===== src/rtl/pscr_params.svh =====
// Offsets, field positions, reset values and sizes for the clock multiplier and sync registers.
// Assumes inclusion by bare name from the package and the register module.
`ifndef PSCR_PARAMS_SVH
`define PSCR_PARAMS_SVH

// ============================================================
// Register offsets
`define PSCR_OFF_DIVIDER   8'h0d
`define PSCR_OFF_LOCK      8'h0e
`define PSCR_OFF_BAND      8'h0f
`define PSCR_OFF_SYNCCTL   8'h10
`define PSCR_OFF_PHASEREQ  8'h11
`define PSCR_OFF_PHASERB   8'h13

// ============================================================
// Field positions
`define PSCR_LOCK_BIT      7
`define PSCR_SYNC_EN_BIT   7
`define PSCR_SYNC_RATE_BIT 6
`define PSCR_SYNC_EDGE_BIT 3
`define PSCR_OSC_DIV_HI    3
`define PSCR_OSC_DIV_LO    2

// ============================================================
// Reset values
`define PSCR_RST_OSC_DIV   2'h2
`define PSCR_RST_LOOP_DIV  2'h1
`define PSCR_RST_SYNC_EN   1'h0
`define PSCR_RST_RATE      1'h1
`define PSCR_RST_EDGE      1'h1
`define PSCR_RST_AVG       3'h0
`define PSCR_RST_PHASEREQ  6'h00

// ============================================================
// Sizes
`define PSCR_FRAC_BITS     2
`define PSCR_SUM_W         15
`define PSCR_CNT_W         8

`endif


===== src/rtl/pscr_pkg.sv =====
// Types shared by the clock multiplier and sync register block.
// Assumes the constants header sits on the include path.
`include "pscr_params.svh"

package pscr_pkg;

    // ============================================================
    // Register contents
    typedef struct packed {
        logic [1:0] oscDiv;
        logic [1:0] loopDiv;
    } pscr_divider_s;

    typedef struct packed {
        logic       enable;
        logic       rateData;
        logic       risingEdge;
        logic [2:0] avgCode;
    } pscr_syncctl_s;

    // Analog status sampled from the clock multiplier.
    typedef struct packed {
        logic       locked;
        logic [3:0] ctrlVoltage;
        logic [5:0] band;
    } pscr_pllstat_s;

    typedef enum logic [0:0] {
        PSCR_IDLE  = 1'b0,
        PSCR_ACCUM = 1'b1
    } pscr_state_e;

endpackage


===== src/rtl/pscr_regs.sv =====
// Clock multiplier divider, lock readback and multi-chip sync registers with sync logic.
// Assumes a serial port front end that presents decoded byte reads and writes on sys_clk,
// and a sync input already synchronous to sys_clk, which stands for the sample clock.
//
// Notes on behaviour
// - Oscillator divider codes 10 and 11 both give an oscillator four times the sample clock.
// - The loop divider code 00, 01, 10, 11 gives sample to reference ratio 2, 4, 8, 16, reset 01.
// - Bit 7 of the lock status register reads 1 while the multiplier tracks the reference.
// - Bits 3 to 0 of the lock status register return the oscillator control voltage.
// - A separate register returns the selected 6-bit oscillator band.
// - Sync control bit 7 enables the sync logic and resets to 0.
// - Sync control bit 6 picks FIFO reset rate when 0 and data rate when 1, reset 1.
// - Sync control bit 3 picks the rising sync edge when 1 and the falling edge when 0, reset 1.
// - The 3-bit averaging code averages two to the code samples of sync phase, reset 000.
// - The 6-bit phase request gives an offset of 0 to 63 sample cycles, reset 0.
// - The phase request shifts the output frame relative to the sync input.
// - The averaged phase reads back in 6.2 format and, while sync is locked, a mismatch with the request flags an error.
`timescale 1ns/1ps
`include "pscr_params.svh"

module pscr_regs
    import pscr_pkg::*;
(
    // Clock and reset
    input  wire logic          sys_clk,
    input  wire logic          rst_n,
    // Register port
    input  wire logic [7:0]    regAddr,
    input  wire logic          regWrEn,
    input  wire logic [7:0]    regWrData,
    output logic      [7:0]    regRdData,
    // Clock multiplier
    input  pscr_pllstat_s      pllStatus,
    output logic      [4:0]    loopRatio,
    output logic      [2:0]    oscRatio,
    // Sync
    input  wire logic          syncIn,
    input  wire logic          fifoResetReq,
    output logic               syncLocked,
    output logic               syncTimingError,
    output logic               frameStrobe
);

    // ============================================================
    // Decoding functions
    function automatic logic [4:0] loop_ratio(input logic [1:0] code);
        loop_ratio = 5'h02 << code;
    endfunction

    function automatic logic [2:0] osc_ratio(input logic [1:0] code);
        osc_ratio = code[1] ? 3'h4 : (3'h1 << code[0]);
    endfunction

    // ============================================================
    // Configuration registers
    pscr_divider_s divider_q,   divider_d;
    pscr_syncctl_s syncCtl_q,   syncCtl_d;
    logic [5:0]    phaseReq_q,  phaseReq_d;
    logic [4:0]    loopRatio_q, loopRatio_d;
    logic [2:0]    oscRatio_q,  oscRatio_d;

    always_comb
    begin
        divider_d   = divider_q;
        syncCtl_d   = syncCtl_q;
        phaseReq_d  = phaseReq_q;
        if (regWrEn)
        begin
            unique case (regAddr)
                `PSCR_OFF_DIVIDER:
                begin
                    divider_d.oscDiv  = regWrData[`PSCR_OSC_DIV_HI:`PSCR_OSC_DIV_LO];
                    divider_d.loopDiv = regWrData[1:0];
                end
                `PSCR_OFF_SYNCCTL:
                begin
                    syncCtl_d.enable     = regWrData[`PSCR_SYNC_EN_BIT];
                    syncCtl_d.rateData   = regWrData[`PSCR_SYNC_RATE_BIT];
                    syncCtl_d.risingEdge = regWrData[`PSCR_SYNC_EDGE_BIT];
                    syncCtl_d.avgCode    = regWrData[2:0];
                end
                `PSCR_OFF_PHASEREQ: phaseReq_d = regWrData[5:0];
                default: ;
            endcase
        end
        loopRatio_d = loop_ratio(divider_q.loopDiv);
        oscRatio_d  = osc_ratio(divider_q.oscDiv);
    end

    always_ff @(posedge sys_clk or negedge rst_n)
    begin
        if (!rst_n)
        begin
            divider_q   <= '{oscDiv: `PSCR_RST_OSC_DIV, loopDiv: `PSCR_RST_LOOP_DIV};
            syncCtl_q   <= '{enable: `PSCR_RST_SYNC_EN, rateData: `PSCR_RST_RATE,
                             risingEdge: `PSCR_RST_EDGE, avgCode: `PSCR_RST_AVG};
            phaseReq_q  <= `PSCR_RST_PHASEREQ;
            loopRatio_q <= 5'h04;
            oscRatio_q  <= 3'h4;
        end
        else
        begin
            divider_q   <= divider_d;
            syncCtl_q   <= syncCtl_d;
            phaseReq_q  <= phaseReq_d;
            loopRatio_q <= loopRatio_d;
            oscRatio_q  <= oscRatio_d;
        end
    end

    assign loopRatio = loopRatio_q;
    assign oscRatio  = oscRatio_q;

    // ============================================================
    // Sync phase measurement and averaging
    // A free-running sample-cycle counter is captured on each chosen sync edge.
    // Edges only count at FIFO reset rate while a FIFO reset is requested.
    pscr_state_e           state_q,    state_d;
    logic                  syncPrev_q, syncPrev_d;
    logic [5:0]            cycleCnt_q, cycleCnt_d;
    logic [`PSCR_SUM_W-1:0] sum_q,     sum_d;
    logic [`PSCR_CNT_W-1:0] samples_q, samples_d;
    logic [7:0]            phaseRb_q,  phaseRb_d;
    logic                  locked_q,   locked_d;
    logic [5:0]            alignCnt_q, alignCnt_d;
    logic                  strobe_q,   strobe_d;
    logic                  syncEdge;
    logic                  edgeOk;
    logic [`PSCR_CNT_W-1:0] target;
    logic [`PSCR_SUM_W-1:0] sumNext;

    always_comb
    begin
        syncPrev_d = syncIn;
        cycleCnt_d = cycleCnt_q + 6'h01;
        syncEdge   = syncCtl_q.risingEdge ? (syncIn && !syncPrev_q)
                                          : (!syncIn && syncPrev_q);
        edgeOk     = syncCtl_q.enable && syncEdge
                     && (syncCtl_q.rateData || fifoResetReq);
        target     = `PSCR_CNT_W'(1) << syncCtl_q.avgCode;
        sumNext    = sum_q + `PSCR_SUM_W'({cycleCnt_q, {`PSCR_FRAC_BITS{1'b0}}});
        state_d    = state_q;
        sum_d      = sum_q;
        samples_d  = samples_q;
        phaseRb_d  = phaseRb_q;
        locked_d   = locked_q && syncCtl_q.enable;
        alignCnt_d = alignCnt_q + 6'h01;
        unique case (state_q)
            PSCR_IDLE:
            begin
                sum_d     = '0;
                samples_d = '0;
                if (edgeOk)
                begin
                    state_d   = PSCR_ACCUM;
                    sum_d     = sumNext;
                    samples_d = `PSCR_CNT_W'(1);
                end
            end
            PSCR_ACCUM:
            begin
                if (!syncCtl_q.enable)
                    state_d = PSCR_IDLE;
                else if (samples_q == target)
                begin
                    // Shifting by the code divides the sum by the sample count.
                    phaseRb_d  = 8'(sum_q >> syncCtl_q.avgCode);
                    locked_d   = 1'b1;
                    alignCnt_d = '0;
                    state_d    = PSCR_IDLE;
                end
                else if (edgeOk)
                begin
                    sum_d     = sumNext;
                    samples_d = samples_q + `PSCR_CNT_W'(1);
                end
            end
        endcase
        strobe_d = locked_q && (alignCnt_q == phaseReq_q);
    end

    always_ff @(posedge sys_clk or negedge rst_n)
    begin
        if (!rst_n)
        begin
            state_q    <= PSCR_IDLE;
            syncPrev_q <= 1'b0;
            cycleCnt_q <= '0;
            sum_q      <= '0;
            samples_q  <= '0;
            phaseRb_q  <= '0;
            locked_q   <= 1'b0;
            alignCnt_q <= '0;
            strobe_q   <= 1'b0;
        end
        else
        begin
            state_q    <= state_d;
            syncPrev_q <= syncPrev_d;
            cycleCnt_q <= cycleCnt_d;
            sum_q      <= sum_d;
            samples_q  <= samples_d;
            phaseRb_q  <= phaseRb_d;
            locked_q   <= locked_d;
            alignCnt_q <= alignCnt_d;
            strobe_q   <= strobe_d;
        end
    end

    assign syncLocked  = locked_q;
    assign frameStrobe = strobe_q;

    // ============================================================
    // Read path and status
    logic [7:0] rdData_q, rdData_d;
    logic       err_q,    err_d;

    always_comb
    begin
        rdData_d = 8'h00;
        unique case (regAddr)
            `PSCR_OFF_DIVIDER:  rdData_d = {4'h0, divider_q.oscDiv, divider_q.loopDiv};
            `PSCR_OFF_LOCK:     rdData_d = {pllStatus.locked, 3'h0,
                                            pllStatus.ctrlVoltage};
            `PSCR_OFF_BAND:     rdData_d = {2'h0, pllStatus.band};
            `PSCR_OFF_SYNCCTL:  rdData_d = {syncCtl_q.enable, syncCtl_q.rateData, 2'h0,
                                            syncCtl_q.risingEdge, syncCtl_q.avgCode};
            `PSCR_OFF_PHASEREQ: rdData_d = {2'h0, phaseReq_q};
            `PSCR_OFF_PHASERB:  rdData_d = phaseRb_q;
            default:            rdData_d = 8'h00;
        endcase
        err_d = locked_q && (phaseRb_q != {phaseReq_q, 2'h0});
    end

    always_ff @(posedge sys_clk or negedge rst_n)
    begin
        if (!rst_n)
        begin
            rdData_q <= 8'h00;
            err_q    <= 1'b0;
        end
        else
        begin
            rdData_q <= rdData_d;
            err_q    <= err_d;
        end
    end

    assign regRdData       = rdData_q;
    assign syncTimingError = err_q;

endmodule // pscr_regs


===== config.mk =====
export PLATFORM = sky130hd
export DESIGN_NAME = pscr_regs
export DESIGN_NICKNAME = d
export VERILOG_FILES = /design/src/rtl/pscr_pkg.sv /design/src/rtl/pscr_regs.sv
export VERILOG_INCLUDE_DIRS = /design/src /design/src/rtl
export SDC_FILE = /design/constraint.sdc
export NUM_CORES = 1
export LEC_CHECK = 0
export BUFFER_PORTS_ARGS = -buffer_cell sky130_fd_sc_hd__buf_2
export CELL_PAD_IN_SITES_DETAIL_PLACEMENT = 1
export CELL_PAD_IN_SITES_GLOBAL_PLACEMENT = 1
export CORE_UTILIZATION = 40
export CTS_CLUSTER_DIAMETER = 150
export DETAILED_ROUTE_END_ITERATION = 6
export GPL_TIMING_DRIVEN = 0
export MAX_ROUTING_LAYER = met4
export PLACE_DENSITY_LB_ADDON = 0.1
export SETUP_SLACK_MARGIN = 0.3
export SYNTH_ARGS = -nofsm -noshare
export SYNTH_HDL_FRONTEND = slang
export SYNTH_SLANG_ARGS = --single-unit

===== constraint.sdc =====
create_clock -name sys_clk -period 2.44 [get_ports sys_clk]
set_clock_uncertainty 0.05 [all_clocks]
set_input_delay 0.366 -clock sys_clk [delete_from_list [all_inputs] [get_ports sys_clk]]
set_output_delay 0.366 -clock sys_clk [all_outputs]
set_load 0.05 [all_outputs]

Word-level counts from Yosys, hierarchy flattened
Index checks and enable logic that the tools add are counted.
- register bits after elaboration: 80
- bits of input ports: 32
- output and inout bits: 19
- logic and storage cells: 79
- add/subtract/negate cells: 4
- eq/ne operators: 12
- shifts and indexed selects: 4
- mux-type cells: 23
- bitwise gates (word level): 1
- reduce and logical (&&, ||, !) cells: 15
- operators with widths (cell ; count):
    2-to-1 mux 15 bit ; 4
    case mux 8 bit (6 select lines) ; 1
    case mux 15 bit (2 select lines) ; 1
    == test 8 x 4 -> 1 bit, second input constant ; 3
    == test 8 x 5 -> 1 bit, second input constant ; 3
    2-to-1 mux 8 bit ; 3
    2-to-1 mux 6 bit ; 3
    case mux 8 bit (2 select lines) ; 1
    adder 15 x 8 -> 15 bit ; 1
    >> shifter 15 x 3 -> 8 bit ; 1
    adder 6 x 1 -> 6 bit, second input constant ; 2
    adder 8 x 1 -> 8 bit, second input constant ; 1
    == test 8 bit ; 1
    2-to-1 mux 1 bit ; 8
    != test 8 bit ; 1
    left shift 1 x 3 -> 8 bit, first input constant ; 1
    logical AND 1 bit ; 7
    == test 6 bit ; 1
    AND reduction 2 bit ; 3
    AND reduction 3 bit ; 2
    left shift 2 x 2 -> 5 bit, first input constant ; 1
    != test 2 bit, second input constant ; 2
    2-to-1 mux 3 bit ; 1
    left shift 1 x 1 -> 3 bit, first input constant ; 1
    other kinds (5) ; 6

Depth between registers and ports, before layout
Gate-level depths: netlist (run 1).
- word-level depth: 9
- depth in mapped cells: 10

Worst setup path before layout (run 1)
OpenSTA, ideal clock, no wires.
- path kind: register -> register
- from: register syncCtl_q[1] in the netlist's numbering
- to: register phaseRb_q[3]
- library setup time: 0.125 ns
- data arrival time: 2.100 ns
- setup slack: 0.165 ns
- stages on the path, launching flop included: 10
- path buffers: 3
- clock period less this slack: 2.275 ns
- path through: dfrtp_1 buf_6 nor4_4 a21oi_2 or4_4 nor2_4 and2_4 buf_6 buf_12 mux2_4
- word-level cells in the longest chain between the ends: 3
- elaborated cells on any way between the ends: 4
- ends and longest elaborated chain (what ; line ; text):
    from (decl) ; pscr_regs.sv:57 ; pscr_syncctl_s syncCtl_q, syncCtl_d;
    from (signal assigned) ; pscr_regs.sv:95 ; syncCtl_q <= '{enable: `PSCR_RST_SYNC_EN, rateData: `PSCR_RST_RATE,
    from (signal assigned) ; pscr_regs.sv:104 ; syncCtl_q <= syncCtl_d;
    left shift 1 x 3 -> 8 bit (no source line) ; n/a ;
    == test 8 bit ; pscr_regs.sv:164 ; else if (samples_q == target)
    AND reduction 3 bit (no source line) ; n/a ;
    to (signal assigned) ; pscr_regs.sv:203 ; phaseRb_q <= phaseRb_d;
    to (decl) ; pscr_regs.sv:123 ; logic [7:0] phaseRb_q, phaseRb_d;
Parallel ways exist; a longest one is shown, timed or not.
A chain may end at the register's enable or synchronous reset.

Worst setup path after layout (run 1)
- from: register syncCtl_q[0] in the netlist's numbering
- to: register phaseRb_q[3]
The elaborated chain is that of the path after synthesis.

==> metrics.txt, run 1 <==
fin crit period=2.37 ns; crit share post-route=0.972; async set-reset flop share out of synthesis=1.00; Slew Viols, Final=0; final wirelength=11200 um; largest buffer count on any clock path=2; Slew HR=0.575; max-cap violations=0; CP endpoint kind=flop; Placed Instances=594; Worst-Skew Late Latency=0.36 ns; synth unique cells=69; first-pass GRT wire length=17900 um; synthesis-to-layout area growth=23.2%; I/O Buffers=49; total gr overflow=0; hold crit path type=in2reg; path depth of the worst reg2reg path=10; Worst Hold End=syncPrev_q; startpoint types=flop; via count=3445; die area=11000 um^2; reg-to-reg endpoint=phaseRb_q[3]; # rows=37; clk root buf=clkbuf_8; Final setup viols=0; R2R setup slack=0.07 ns; initial antenna violation count=0; TritonCTS clock tree=built; DRT Pass-1 Iters=4; Core Area=10300 um^2; Power Dens Cells=500 nW/um^2; Slew @ Worst Pin=0.637 ns; EDFF count, synth=0; Max Fclk=422 MHz; CTS sink cnt=77; CTS Buf Count=9; DR vias/cell=5.43; Final TNS setup=0 ns; final hold violation count=0; Non-Filler Instances=634; Net count, final=535; Initial Utilization=0.411; status=completed; number of global-route vias before repair=3471; post-route ant nets=0; DP HPWL=7890 um; YS warnings=0; Critical Path RT=2.63 ns; Placer Congestion=0.827; Peak VDD IR=0.000217 V; Routed wire per std cell=17.7 um; die height=105 um; Pwr Total=2.61 mW; initial drt markers=162; CP max FO=10; post-layout util=0.506; hold path startpoint=syncIn; flops & latches, synth=77; Worst-path clk slew=0.10 ns; RR Startpoint=syncCtl_q[0]; commonest non-fill, non-tap cell in the layout=dfrtp_1; Syn Nets=450; post-synthesis sequential area ratio=0.456; most frequent cells in the layout=70 x dfrtp_1, 48 x buf_2, 37 x nand2_1; Avg Cell Area, Syn=10.4 um^2; leak pwr=2.40 nW; antenna cell count=0; RSZ-0062 raised after global routing=true; fill count=1155; Hold Path Cell Cnt=1; Global Route Usage Sum=0.212; Setup CP Type=reg2reg; Post-Syn Area=4240 um^2; Mapped Cells=408; H-tree depth=3; DRC violations left=0; crit path DAT=2.56 ns; pin count of the biggest net entering global routing=47; Die W=105 um; most frequently used flop master after synthesis=dfrtp_1; layout cell share with drive strength beyond 1=0.333; I/O pin count=51
## cell type report
class,count,area [um^2],share of cell area
repair buffers,74,480,0.0919
clock inverters,7,80.1,0.0153
multi-input cells,300,2240,0.428
inverters,12,45.0,0.00862
flip-flops and latches,77,1940,0.370
well taps,136,170,0.0326
plain buffers,19,156,0.0299
clock buffers,9,124,0.0237
## through the flow
stage	hold WS (ns)	setup slack (ns)	instance area (um^2)
after floorplan	0.0204	0.165	4240
after global placement	0.340	-0.0122	4660
after detailed placement	0.309	-0.0629	4690
after CTS	0.0713	0.0261	5050
after global routing	0.0733	-0.0702	5230
final	0.0833	0.0693	5230
## cells in the mapped netlist (6+ instances only)
library cell	instances	area (um^2)
dfstp_2	6	158
xnor2_1	11	96.3
nand2_1	38	143
a21oi_1	14	70.1
mux2i_1	9	90.1
clkbuf_1	6	22.5
a22oi_1	13	97.6
nor2b_1	8	50.1
nor2_1	32	120
nand2b_1	6	37.5
inv_1	12	45.0
o21ai_0	20	100
mux2_2	24	270
ha_1	9	113
nand3_1	17	85.1
xor2_1	13	114
dfrtp_1	71	1780
nor3_1	8	40.0
## cell families (layout without fill, tap and decap cells)
group,Yosys count,in the layout,synth area share
AOI/OAI and AO/OA,89,89,0.149
xor gates and xnor gates,24,24,0.0495
adders and majority gates,10,10,0.0313
buffers and inverters,31,121,0.0413
DFF,77,77,0.456
muxes,38,38,0.104
other,1,1,0.000884
and+or+nand+nor,138,138,0.168
## state kept, by name, summed over array words and instances, names as in the netlist, 3 cells and up
register    flops
divider_q       4
loopRatio       4
oscRatio        3
sum_q          13
syncCtl_q       6
regRdData       8
phaseRb_q       8
phaseReq_q      6
cycleCnt_q      6
samples_q       8
alignCnt_q      6
## critical path, stage by stage (launching register included)
cell and delay, ns:
dfrtp_1 0.39, buf_6 0.13, buf_6 0.14, nor4b_2 0.28
mux2i_1 0.15, a22o_2 0.30, nor2_4 0.14, and2_4 0.15
buf_6 0.12, buf_12 0.11, mux2_4 0.29
## worst max-delay path by stage
stage                     slack (ns)    startpoint      endpoint
final                           0.07  syncCtl_q[0]  phaseRb_q[3]
after global routing           -0.07  syncCtl_q[0]  phaseRb_q[3]
after CTS                       0.03  syncCtl_q[1]  phaseRb_q[3]
after detailed placement       -0.06    regAddr[5]  syncCtl_q[2]
after global placement         -0.01    regAddr[5]  syncCtl_q[2]
after floorplan                 0.16  syncCtl_q[1]  phaseRb_q[3]
## timing repair
item	4_1_cts	5_1_grt
cloned	0	2
resized for setup	14	28
hold endpoints to repair	29	0
setup buffers	12	9
setup endpoints to repair	27	34
pin swaps	4	7
hold buffers	1	0
## where the power goes
group / internal [mW] / leakage (nW) / switching (mW)
combinational: 0.102 / 1.29 / 0.146
sequential: 1.30 / 1.01 / 0.0276
clock: 0.489 / 0.103 / 0.544
total: 1.89 / 2.40 / 0.717
## metal layers
| metal | up-vias | global-route usage | part of all wire |
|---|---|---|---|
| met4 | 0 | 0.0563 | 0.013 |
| met1 | 1705 | 0.273 | 0.46 |
| li1 | 1647 | - | - |
| met3 | 15 | 0.0399 | 0.038 |
| met5 | - | - | 0 |
| met2 | 78 | 0.343 | 0.49 |
(Power assumes the default switching activity.)
==> run 2: changes to the inputs <==
Settings changed: MAX_ROUTING_LAYER met4 to unset, SETUP_SLACK_MARGIN 0.3 to 0.5.
==> run 2 against run 1 <==
First-iteration DRC count is 10% lower. Sequential share of layout area decreased by 0.80 points. Critical path depth is 1 lower. Non-clock buffer count grew 1. Global-route usage grew 0.73 points. Count of clock-buffer cells in the layout rose by 1. Total power shrank 1.8%. Setup slack gained 0.031 ns. Sequential power is essentially flat. Worst hold slack better by 0.0054 ns. Largest power group unchanged.
==> metrics.txt, run 2 (same netlist as run 1, synthesis figures left out) <==
I/O pin count=51 (unchanged); Worst Hold End=syncPrev_q; startpoint types=flop; reg-to-reg endpoint=phaseRb_q[3]; Slew HR=0.582 (+0.00764); DRC violations left=0 (unchanged); Final TNS setup=0 ns (unchanged); Power Dens Cells=479 nW/um^2 (-4.1%); clk root buf=clkbuf_8; Crit path depth=9 (-1); die height=105 um (unchanged); DP HPWL=7870 um (-0.16%); final hold violation count=0 (unchanged); Largest register FFs=13 (unchanged); commonest non-fill, non-tap cell in the layout=dfrtp_1; crit share post-route=0.959 (-0.0128); RSZ-0062 raised after global routing=true; Setup CP Type=reg2reg; synthesis-to-layout area growth=26.1%; Routed wire per std cell=18.0 um (+1.9%); Slew Viols, Final=0 (unchanged); most frequent cells in the layout=67 x dfrtp_1, 48 x buf_2, 38 x nand2_1; crit path DAT=2.53 ns (-0.03 ns); largest buffer count on any clock path=2 (unchanged); slowest stage delay, CP=0.53 ns (+0.14 ns); CP Buf/Inv Count=3 (-1); leak pwr=2.41 nW (+0.15%); Area after DPL=4700 um^2 (+0.24%); RR Startpoint=syncCtl_q[1]; first-pass GRT wire length=18800 um (+5.2%); gr busiest metal=met2; Slew @ Worst Pin=0.625 ns (-0.0114 ns); post-route ant nets=0 (unchanged); Worst-Skew Late Latency=0.36 ns (about the same); R2R setup slack=0.10 ns (+0.03 ns); number of global-route vias before repair=3732 (+7.5%); Placer Congestion=0.803 (-2.9%); CP max FO=9 (-1); TritonCTS clock tree=built; Crit path max-delay family=simple AND/OR/NAND/NOR gates; slowest cell on the critical path=or4_4; layout cell share with drive strength beyond 1=0.355 (+0.0214); via count=3461 (+0.46%); cell repeated most along the worst path=buf_6; Net count, final=536 (+0.19%); Die W=105 um (unchanged); # rows=37 (unchanged); Final setup viols=0 (unchanged); Finished Cell Area=5350 um^2 (+2.4%); CTS Buf Count=9 (unchanged); met3 Track Usage GR=0.0381 (-0.00187); GRT met2 Usage=0.369 (+0.0265); Core Area=10300 um^2 (unchanged); I/O Buffers=49 (unchanged); antenna cell count=0 (unchanged); critical path cell sequence=buf_6 -> nor4_4 -> a21oi_2 -> or4_4 -> nor2_4 -> and2_4 -> buf_6 -> buf_12 -> mux2_4; Global Route Usage Sum=0.219 (+0.00727); hold path startpoint=syncIn; die area=11000 um^2 (unchanged); most flop-heavy register=sum_q; hold crit path type=in2reg; fin crit period=2.34 ns (-0.0312 ns); grt met1 use=0.273 (about the same); final wirelength=11400 um (+2.0%); Peak VDD IR=0.000234 V (+8.0%); pin count of the biggest net entering global routing=46 (-2.1%); max-cap violations=0 (unchanged); Max Fclk=427 MHz (+1.3%); DRT Pass-1 Iters=4 (unchanged); DR vias/cell=5.45 (+0.31%); status=completed; H-tree depth=3 (unchanged); Worst-path clk slew=0.09 ns (about the same); Initial Utilization=0.411 (unchanged); initial antenna violation count=0 (unchanged); CTS sink cnt=77 (unchanged); Hold Path Cell Cnt=1 (unchanged); Critical Path RT=2.63 ns (about the same); Pwr Total=2.57 mW (-1.8%); total gr overflow=0 (unchanged); path depth of the worst reg2reg path=9 (-1); CP endpoint kind=flop; initial drt markers=145 (-10%)
## run 2: changes by cell type in the layout (fill, tap and decap cells not counted), sizes merged
cell,delta
clkinvlp,+3
clkbuf,+1
inv,-4
buf,+1
## run 2: worst max-delay path by stage
| stage | from | to | slack, ns |
|---|---|---|---|
| after floorplan | syncCtl_q[1] | phaseRb_q[3] | 0.16 |
| after global placement | regAddr[5] | syncCtl_q[0] | -0.06 |
| after detailed placement | regAddr[5] | syncCtl_q[0] | -0.13 |
| after CTS | syncCtl_q[0] | phaseRb_q[3] | 0.02 |
| after global routing | syncCtl_q[1] | phaseRb_q[5] | 0.009 |
| final | syncCtl_q[1] | phaseRb_q[3] | 0.10 |
## run 2: layout make-up
cell class / count / area (um^2)
sequential: 77 / 1940
multi-input combinational: 300 / 2330
timing repair buffer: 75 / 504
tap: 136 / 170
inverter: 12 / 45.0
buffer: 19 / 169
fill: 1156 / 4970
clock buffer: 10 / 128
clock inverter: 6 / 65.1
## run 2: through the flow
| stage | instances | setup slack, ns | hold slack [ns] | util |
|---|---|---|---|---|
| 6_report | 635 | 0.100 | 0.0887 | 0.518 |
| 3_5_place_dp | 594 | -0.130 | 0.307 | 0.455 |
| 5_1_grt | 635 | 0.00918 | 0.0663 | 0.518 |
| 3_3_place_gp | 593 | -0.0578 | 0.342 | 0.452 |
| 4_1_cts | 627 | 0.0246 | 0.0668 | 0.495 |
| 2_1_floorplan | 408 | 0.165 | 0.0204 | - |
## run 2: where the power goes
group / internal, mW / switching (mW) / total, mW
sequential: 1.30 / 0.0269 / 1.33
clock: 0.471 / 0.503 / 0.974
combinational: 0.110 / 0.152 / 0.262
## run 2: per-layer routing
layer | wire length [um] | part of all wire
met5 | 0 | 0
met3 | 403 | 0.035
met4 | 270 | 0.024
met2 | 5660 | 0.49
met1 | 5120 | 0.45
## run 2: repair_timing
action / 4_1_cts / 5_1_grt
resized for setup: 24 / 40
hold buffers: 1 / 0
setup buffers: 15 / 8
setup endpoints to repair: 38 / 41
hold endpoints to repair: 30 / 0
cloned: 1 / 0
pin swaps: 8 / 16
